### config.mk
export PLATFORM = sky130hd
export DESIGN_NAME = qdc_host_flat
export DESIGN_NICKNAME = d
export VERILOG_FILES = /design/src/hdl/qdc_pkg.sv /design/src/hdl/qdc_link_if.sv /design/src/hdl/qdc_host.sv /design/src/flat_wrapper.sv
export SDC_FILE = /design/constraint.sdc
export NUM_CORES = 1
export LEC_CHECK = 0
export BUFFER_PORTS_ARGS = -buffer_cell sky130_fd_sc_hd__buf_2
export CAP_MARGIN = 20
export CORE_MARGIN = 5
export CORE_UTILIZATION = 57
export CTS_CLUSTER_SIZE = 12
export DETAILED_ROUTE_END_ITERATION = 16
export PLACE_DENSITY = 0.85
export SLEW_MARGIN = 20
export SYNTH_ARGS = -nofsm -noshare
export SYNTH_HDL_FRONTEND = slang
export SYNTH_SLANG_ARGS = --single-unit
### constraint.sdc
create_clock -name mclk_i -period 7.12 [get_ports mclk_i]
set_input_delay 1.78 -clock mclk_i [delete_from_list [all_inputs] [get_ports mclk_i]]
set_output_delay 1.78 -clock mclk_i [all_outputs]
set_load 0.01 [all_outputs]
### src/hdl/qdc_pkg.sv
package qdc_pkg;

  // ==========================================================================
  // Frame layout.
  localparam int unsigned FRAME_BITS   = 16;
  localparam int unsigned CHAN_HI_POS  = 15;
  localparam int unsigned CHAN_LO_POS  = 14;
  localparam int unsigned GAIN_POS     = 13;
  localparam int unsigned REFBUF_POS   = 12;
  localparam int unsigned CODE_BITS    = 12;
  localparam int unsigned NUM_CHAN     = 4;
  localparam int unsigned CHAN_BITS    = 2;
  localparam int unsigned CNT_BITS     = 5;

  // ==========================================================================
  // Channel word: gain, reference buffer and code travel together.
  localparam int unsigned WORD_BITS    = CODE_BITS + 2;
  localparam logic [WORD_BITS-1:0] WORD_RESET = 14'h0000;

  // ==========================================================================
  // Link clock timing.
  localparam int unsigned CLK_PERIOD_NS  = 40;
  localparam int unsigned SCLK_PERIOD_NS = 320;
  localparam int unsigned SCLK_HALF_CYC  = SCLK_PERIOD_NS / (2 * CLK_PERIOD_NS);
  localparam int unsigned DIV_BITS       = 4;

  // ==========================================================================
  // Idle pin levels {sclk, sync_n, din, load_strobe_n, power_down_n}.
  localparam logic [4:0] PIN_IDLE = 5'h0b;

  // ==========================================================================
  // Host register map on AXI4-Lite.
  localparam logic [3:0] REG_DATA   = 4'h0;
  localparam logic [3:0] REG_CTRL   = 4'h4;
  localparam logic [3:0] REG_STATUS = 4'h8;
  localparam int unsigned CTRL_LOAD_POS = 0;
  localparam int unsigned CTRL_PD_POS   = 1;
  localparam int unsigned CTRL_LSB_POS  = 2;
  localparam int unsigned CTRL_BYTE_POS = 3;
  localparam logic [31:0] CTRL_RESET    = 32'h0000_0003;
  localparam logic [1:0] RESP_OKAY   = 2'h0;
  localparam logic [1:0] RESP_SLVERR = 2'h2;

endpackage : qdc_pkg

### src/hdl/qdc_link_if.sv
`timescale 1ns/1ps
interface qdc_link_if;
  logic sclk;
  logic sync_n;
  logic din;
  logic load_strobe_n;
  logic power_down_n;
  logic clear_n;

  modport host (
    output sclk,
    output sync_n,
    output din,
    output load_strobe_n,
    output power_down_n,
    output clear_n
  );
  modport dac (
    input sclk,
    input sync_n,
    input din,
    input load_strobe_n,
    input power_down_n,
    input clear_n
  );
endinterface : qdc_link_if

### src/hdl/qdc_host.sv
// The implementer's own choices: the address map and register access over AXI4-Lite.
`timescale 1ns/1ps
module qdc_host
  import qdc_pkg::*;
(
  input  wire logic        mclk_i,
  input  wire logic        rst_i,
  qdc_link_if.host         link,
  input  wire logic [3:0]  s_axi_awaddr,
  input  wire logic        s_axi_awvalid,
  output logic             s_axi_awready,
  input  wire logic [31:0] s_axi_wdata,
  input  wire logic [3:0]  s_axi_wstrb,
  input  wire logic        s_axi_wvalid,
  output logic             s_axi_wready,
  output logic [1:0]       s_axi_bresp,
  output logic             s_axi_bvalid,
  input  wire logic        s_axi_bready,
  input  wire logic [3:0]  s_axi_araddr,
  input  wire logic        s_axi_arvalid,
  output logic             s_axi_arready,
  output logic [31:0]      s_axi_rdata,
  output logic [1:0]       s_axi_rresp,
  output logic             s_axi_rvalid,
  input  wire logic        s_axi_rready
);

  typedef enum logic [3:0] {
    ST_IDLE = 4'h1,
    ST_LOW  = 4'h2,
    ST_HIGH = 4'h4,
    ST_END  = 4'h8
  } qdc_state_e;

  // ==========================================================================
  // AXI4-Lite slave and control registers.
  logic [31:0] ctrl_q;
  logic [31:0] ctrl_d;
  logic [15:0] word_q;
  logic [15:0] word_d;
  logic        go_q;
  logic        go_d;
  logic        bvalid_q;
  logic        bvalid_d;
  logic [1:0]  bresp_q;
  logic [1:0]  bresp_d;
  logic        rvalid_q;
  logic        rvalid_d;
  logic [31:0] rdata_q;
  logic [31:0] rdata_d;
  logic [1:0]  rresp_q;
  logic [1:0]  rresp_d;
  logic        busy;
  logic        wr_fire;
  logic        rd_fire;
  logic        start;

  assign wr_fire       = s_axi_awvalid & s_axi_wvalid & ~bvalid_q;
  assign rd_fire       = s_axi_arvalid & ~rvalid_q;
  assign s_axi_awready = wr_fire;
  assign s_axi_wready  = wr_fire;
  assign s_axi_arready = rd_fire;
  assign s_axi_bvalid  = bvalid_q;
  assign s_axi_bresp   = bresp_q;
  assign s_axi_rvalid  = rvalid_q;
  assign s_axi_rdata   = rdata_q;
  assign s_axi_rresp   = rresp_q;

  always_comb begin
    ctrl_d   = ctrl_q;
    word_d   = word_q;
    go_d     = go_q & ~start;
    bvalid_d = bvalid_q & ~s_axi_bready;
    bresp_d  = bresp_q;
    rvalid_d = rvalid_q & ~s_axi_rready;
    rdata_d  = rdata_q;
    rresp_d  = rresp_q;
    if (wr_fire) begin
      bvalid_d = 1'b1;
      bresp_d  = RESP_OKAY;
      if (s_axi_awaddr == REG_DATA) begin
        if (!busy && !go_q) begin
          word_d = s_axi_wdata[15:0];
          go_d   = 1'b1;
        end else begin
          bresp_d = RESP_SLVERR;
        end
      end else if (s_axi_awaddr == REG_CTRL) begin
        if (s_axi_wstrb[0]) begin
          ctrl_d[7:0] = s_axi_wdata[7:0];
        end
      end else if (s_axi_awaddr != REG_STATUS) begin
        bresp_d = RESP_SLVERR;
      end
    end
    if (rd_fire) begin
      rvalid_d = 1'b1;
      rresp_d  = RESP_OKAY;
      if (s_axi_araddr == REG_DATA) begin
        rdata_d = {16'h0000, word_q};
      end else if (s_axi_araddr == REG_CTRL) begin
        rdata_d = ctrl_q;
      end else if (s_axi_araddr == REG_STATUS) begin
        rdata_d = {31'h0000_0000, busy | go_q};
      end else begin
        rdata_d = 32'h0000_0000;
        rresp_d = RESP_SLVERR;
      end
    end
  end

  always_ff @(posedge mclk_i or posedge rst_i) begin
    if (rst_i) begin
      ctrl_q   <= CTRL_RESET;
      word_q   <= 16'h0000;
      go_q     <= 1'b0;
      bvalid_q <= 1'b0;
      bresp_q  <= RESP_OKAY;
      rvalid_q <= 1'b0;
      rdata_q  <= 32'h0000_0000;
      rresp_q  <= RESP_OKAY;
    end else begin
      ctrl_q   <= ctrl_d;
      word_q   <= word_d;
      go_q     <= go_d;
      bvalid_q <= bvalid_d;
      bresp_q  <= bresp_d;
      rvalid_q <= rvalid_d;
      rdata_q  <= rdata_d;
      rresp_q  <= rresp_d;
    end
  end

  // ==========================================================================
  // Serial frame engine.
  qdc_state_e            st_q;
  qdc_state_e            st_d;
  logic [DIV_BITS-1:0]   div_q;
  logic [DIV_BITS-1:0]   div_d;
  logic [CNT_BITS-1:0]   bit_q;
  logic [CNT_BITS-1:0]   bit_d;
  logic [FRAME_BITS-1:0] sh_q;
  logic [FRAME_BITS-1:0] sh_d;
  logic                  tick;
  logic [FRAME_BITS-1:0] ordered;

  assign start = go_q && (st_q == ST_IDLE);
  assign busy  = (st_q != ST_IDLE);
  assign tick  = (div_q == DIV_BITS'(SCLK_HALF_CYC - 1));

  always_comb begin
    ordered = word_q;
    if (ctrl_q[CTRL_LSB_POS]) begin
      for (int i = 0; i < FRAME_BITS; i++) begin
        ordered[i] = word_q[(i & ~7) + 7 - (i & 7)];
      end
    end
  end

  always_comb begin
    st_d  = st_q;
    div_d = tick ? '0 : div_q + 1'b1;
    bit_d = bit_q;
    sh_d  = sh_q;
    case (st_q)
      ST_IDLE: begin
        div_d = '0;
        if (start) begin
          sh_d  = ordered;
          bit_d = '0;
          st_d  = ST_LOW;
        end
      end
      ST_LOW: begin
        if (tick) begin
          if (bit_q != '0) begin
            sh_d = {sh_q[FRAME_BITS-2:0], 1'b0};
          end
          st_d = ST_HIGH;
        end
      end
      ST_HIGH: begin
        if (tick) begin
          bit_d = bit_q + 1'b1;
          st_d  = (bit_q == CNT_BITS'(FRAME_BITS - 1)) ? ST_END : ST_LOW;
        end
      end
      ST_END: begin
        if (tick) begin
          st_d = ST_IDLE;
        end
      end
      default: st_d = ST_IDLE;
    endcase
  end

  always_ff @(posedge mclk_i or posedge rst_i) begin
    if (rst_i) begin
      st_q  <= ST_IDLE;
      div_q <= '0;
      bit_q <= '0;
      sh_q  <= '0;
    end else begin
      st_q  <= st_d;
      div_q <= div_d;
      bit_q <= bit_d;
      sh_q  <= sh_d;
    end
  end

  // ==========================================================================
  // Pin registers.
  logic sclk_q;
  logic sync_q;
  logic din_q;
  logic load_q;
  logic pd_q;

  always_ff @(posedge mclk_i or posedge rst_i) begin
    if (rst_i) begin
      sclk_q <= 1'b0;
      sync_q <= 1'b1;
      din_q  <= 1'b0;
      load_q <= 1'b1;
      pd_q   <= 1'b1;
    end else begin
      sclk_q <= (st_d == ST_HIGH) ^ ctrl_q[CTRL_BYTE_POS];
      sync_q <= (st_d == ST_IDLE);
      din_q  <= sh_d[FRAME_BITS-1];
      load_q <= ctrl_q[CTRL_LOAD_POS];
      pd_q   <= ctrl_q[CTRL_PD_POS];
    end
  end

  assign link.sclk          = sclk_q;
  assign link.sync_n        = sync_q;
  assign link.din           = din_q;
  assign link.load_strobe_n = load_q;
  assign link.power_down_n  = pd_q;
  assign link.clear_n       = ~rst_i;

endmodule : qdc_host

### src/flat_wrapper.sv
// flat-port wrapper written by rule: the top's interface ports become plain ports
module qdc_host_flat import qdc_pkg::*;
  (mclk_i, rst_i, s_axi_awaddr, s_axi_awvalid, s_axi_awready, s_axi_wdata, s_axi_wstrb, s_axi_wvalid, s_axi_wready, s_axi_bresp, s_axi_bvalid, s_axi_bready, s_axi_araddr, s_axi_arvalid, s_axi_arready, s_axi_rdata, s_axi_rresp, s_axi_rvalid, s_axi_rready, link_sclk, link_sync_n, link_din, link_load_strobe_n, link_power_down_n, link_clear_n);
  qdc_link_if link_i ();
  input  wire logic mclk_i;
  input  wire logic rst_i;
  input  wire logic [3:0] s_axi_awaddr;
  input  wire logic s_axi_awvalid;
  output logic s_axi_awready;
  input  wire logic [31:0] s_axi_wdata;
  input  wire logic [3:0] s_axi_wstrb;
  input  wire logic s_axi_wvalid;
  output logic s_axi_wready;
  output logic [1:0] s_axi_bresp;
  output logic s_axi_bvalid;
  input  wire logic s_axi_bready;
  input  wire logic [3:0] s_axi_araddr;
  input  wire logic s_axi_arvalid;
  output logic s_axi_arready;
  output logic [31:0] s_axi_rdata;
  output logic [1:0] s_axi_rresp;
  output logic s_axi_rvalid;
  input  wire logic s_axi_rready;
  output wire logic [$bits(link_i.sclk)-1:0] link_sclk;
  output wire logic [$bits(link_i.sync_n)-1:0] link_sync_n;
  output wire logic [$bits(link_i.din)-1:0] link_din;
  output wire logic [$bits(link_i.load_strobe_n)-1:0] link_load_strobe_n;
  output wire logic [$bits(link_i.power_down_n)-1:0] link_power_down_n;
  output wire logic [$bits(link_i.clear_n)-1:0] link_clear_n;
  assign link_sclk = link_i.sclk;
  assign link_sync_n = link_i.sync_n;
  assign link_din = link_i.din;
  assign link_load_strobe_n = link_i.load_strobe_n;
  assign link_power_down_n = link_i.power_down_n;
  assign link_clear_n = link_i.clear_n;
  qdc_host u_core (.mclk_i(mclk_i), .rst_i(rst_i), .link(link_i), .s_axi_awaddr(s_axi_awaddr), .s_axi_awvalid(s_axi_awvalid), .s_axi_awready(s_axi_awready), .s_axi_wdata(s_axi_wdata), .s_axi_wstrb(s_axi_wstrb), .s_axi_wvalid(s_axi_wvalid), .s_axi_wready(s_axi_wready), .s_axi_bresp(s_axi_bresp), .s_axi_bvalid(s_axi_bvalid), .s_axi_bready(s_axi_bready), .s_axi_araddr(s_axi_araddr), .s_axi_arvalid(s_axi_arvalid), .s_axi_arready(s_axi_arready), .s_axi_rdata(s_axi_rdata), .s_axi_rresp(s_axi_rresp), .s_axi_rvalid(s_axi_rvalid), .s_axi_rready(s_axi_rready));
endmodule
==> run_results.csv <==
group,metric,value,unit
global_route,grt_pass1_wl,12800,um
timing,setup_viol,0,
finish,stdcell_count,480,
timing,hold_viol,0,
route,post_drt_wl_per_cell,15.8,um
floorplan,die_area,0.00841,mm2
place,portBuffers,60,
route,dr.pass1.iters,4,
finish,multi_input_area,0.00164,mm2
worst_setup_path,worstPathArrival,2.81,ns
route,drt_wl_total,7590,um
global_route,grt_overflow,0,
clock_network,clock_latency,0.35,ns
worst_setup_path,rrSetupSlack,4.32,ns
global_route,grt_max_degree,79,
worst_setup_path,worstReg2RegEnd,"u_core.sh_q[13]$_DFFE_PP0P_",
floorplan,die_x,91.7,um
worst_setup_path,critPathRequiredTime,5.34,ns
clock_network,tritoncts,"done",
timing,worst_pin_slew,0.948,ns
floorplan,core,0.00642,mm2
worst_setup_path,critPathLaunch,"s_axi_arvalid",
finish,final_cell_mix,"dfrtp_1 (72), buf_2 (60), nand2_1 (47), o21ai_0 (40), mux2_2 (30)",
finish,nets,456,
route,drt_iter0_markers,105,
worst_setup_path,end_kind,"output pin",
logic_synthesis,ys_types,48,
global_route,antenna_found_initial,0,
worst_setup_path,reg2reg_depth,6,
worst_setup_path,cp_cell_sequence,"buf_2 > nand2_1 > inv_1 > buf_2",
timing,period_needed,4.59,ns
route,post-route-drc-count,0,
finish,synthToLayoutAreaGrowth,12.4,%
logic_synthesis,synth.cell_area,0.00381,mm2
worst_setup_path,crit_slowest_cell,"nand2_1",
clock_network,cts-buffers-inserted,9,
timing,fin_crit_sh,0.644,
pwr,leakage,0.00210,uW
worst_setup_path,crit_type,"primary input to output pin",
hold_path,worstHoldPathType,"flip-flop to flip-flop",
place,dpl.hpwl,5310,um
clock_network,h-tree-depth,3,
finish,fillCellCount,482,
worst_setup_path,slowest_delay,0.68,ns
finish,antennaDiodeCount,0,
logic_synthesis,synth_cells,341,
worst_setup_path,startpoint_type,"primary input",
finish,layout_commonest_cell,"dfrtp_1",
global_route,globalRouteTotalUtil,0.191,
logic_synthesis,synth_warnings,0,
worst_setup_path,r2r-start,"u_core.st_q[2]$_DFF_PP0_",
timing,tns,0,ns
logic_synthesis,synth_flop_cell,"dfrtp_1",
timing,slew_headroom,0.368,
clock_network,post_cts_resized,0,
clock_network,clockRootBuffer,"clkbuf_8",
finish,drive_gt1_frac,0.325,
clock_network,cts.sinks,78,
floorplan,fp-row-count,29,
logic_synthesis,synth_edf_count,0,
status,status,"complete, no violations",
route,vias_per_cell,5.53,
timing,fin_skew,0.0104,ns
worst_setup_path,crit_top_cell,"buf_2",
timing,fmax,218,MHz
floorplan,die_h,91.7,um
timing,maxSlewViolCount,0,
place,placed_cells,464,
worst_setup_path,crit_end,"s_axi_arready",
logic_synthesis,ys_ff_latch,78,
clock_network,post-cts-setup-buffer-count,0,
logic_synthesis,yosysSeqAreaShare,0.515,
route,via_count,2653,
logic_synthesis,synth_async_sr_flop_share,1.00,
logic_synthesis,syn_avg_cell_area,11.2,um2
floorplan,start_util,0.593,
global_route,grt_pass1_vias,2650,
clock_network,clkSlewWorstSetupHoldPaths,0.08,ns
flow_run,max_cap_violations,0,
finish,seq_area,0.00196,mm2
clock_network,ctsHoldBuffers,0,
worst_setup_path,cp_max_fo,36,
pwr,power_density,203,mW/mm2
timing,rsz0062_at_grt,"false",
place,routabilityCongestion,0.768,
floorplan,io_pins,98,
pwr,irDropWorstVdd,0.119,mV
clock_network,clockBufferDepth,2,
route,ant_nets,0,
critical path: cells and delay by family:
family / cells / cell delay [ns]
simple gates: 1 / 0.68
buf+inv: 3 / 0.34
kinds of logic (layout without fill, tap and decap cells):
family	after synthesis	count (layout)	synth area share
other	1	18	0.000985
multiplexers	57	57	0.170
adder cells (fa/ha/maj)	7	7	0.0230
buffers and inverters	49	94	0.0743
AND/OR/NAND/NOR	82	82	0.109
flip-flops	78	78	0.515
XOR/XNOR	4	4	0.00920
AO/OA/AOI/OAI	63	63	0.0989
worst min-delay path by stage:
stage                                                    end  cells after the start                          from
after floorplan           u_core.link.power_down_n$_DFF_PP1_                      0  u_core.ctrl_q[1]$_DFFE_PP1P_
after global placement    u_core.link.power_down_n$_DFF_PP1_                      0  u_core.ctrl_q[1]$_DFFE_PP1P_
after detailed placement  u_core.link.power_down_n$_DFF_PP1_                      0  u_core.ctrl_q[1]$_DFFE_PP1P_
after CTS                 u_core.link.power_down_n$_DFF_PP1_                      0  u_core.ctrl_q[1]$_DFFE_PP1P_
after global routing      u_core.link.power_down_n$_DFF_PP1_                      0  u_core.ctrl_q[1]$_DFFE_PP1P_
final                     u_core.link.power_down_n$_DFF_PP1_                      0  u_core.ctrl_q[1]$_DFFE_PP1P_
flip-flops by register name, indices dropped and copies added, names as in the netlist, 4 cells and up:
signal	flops
u_core.s_axi_rdata	16
u_core.sh_q	16
u_core.word_q	16
u_core.ctrl_q	8
u_core.bit_q	5
u_core.div_q	4
u_core.st_q	4
report_power, final:
part	internal [uW]	leakage [uW]	switching (uW)
combinational	24.6	0.000973	36.8
sequential	457	0.00103	11.9
clock	173	0.0000993	167
total	654	0.00210	216
final cells by class:
class	count	area share
Timing Repair Buffer	64	0.0772
Inverter	14	0.0126
Clock buffer	10	0.0322
Sequential cell	78	0.458
Tap cell	77	0.0225
Multi-Input combinational cell	231	0.382
Clock inverter	6	0.0158
per-layer routing:
layer	track usage	wire length, um
met1	0.251	3260
met2	0.314	3830
met3	0.0295	363
met4	0.0854	138
met5	0	0
Yosys cell counts (all sizes together), types with 4 or more instances:
cell type	instances	share of area
a22oi	7	0.014
buf	24	0.050
clkbuf	11	0.011
dfrtp	72	0.47
dfstp	6	0.041
ha	7	0.023
inv	14	0.014
mux2	38	0.12
mux2i	19	0.050
nand2	47	0.046
nor2	6	0.0066
nor3	7	0.011
nor4b	4	0.013
o21ai	40	0.053
stage by stage:
stage / instance area (um2) / hold slack (ns) / utilization / setup WS, ns / total power [uW]
floorplan: 3870 / 0.359 / - / 1.90 / 519
global placement: 4080 / 0.363 / 0.635 / 2.56 / 537
detailed placement: 4080 / 0.365 / 0.635 / 2.52 / 539
CTS: 4280 / 0.380 / 0.666 / 2.52 / 880
global route: 4280 / 0.389 / 0.666 / 2.39 / 905
finish: 4280 / 0.377 / 0.666 / 2.53 / 870
(Power assumes the default switching activity.)
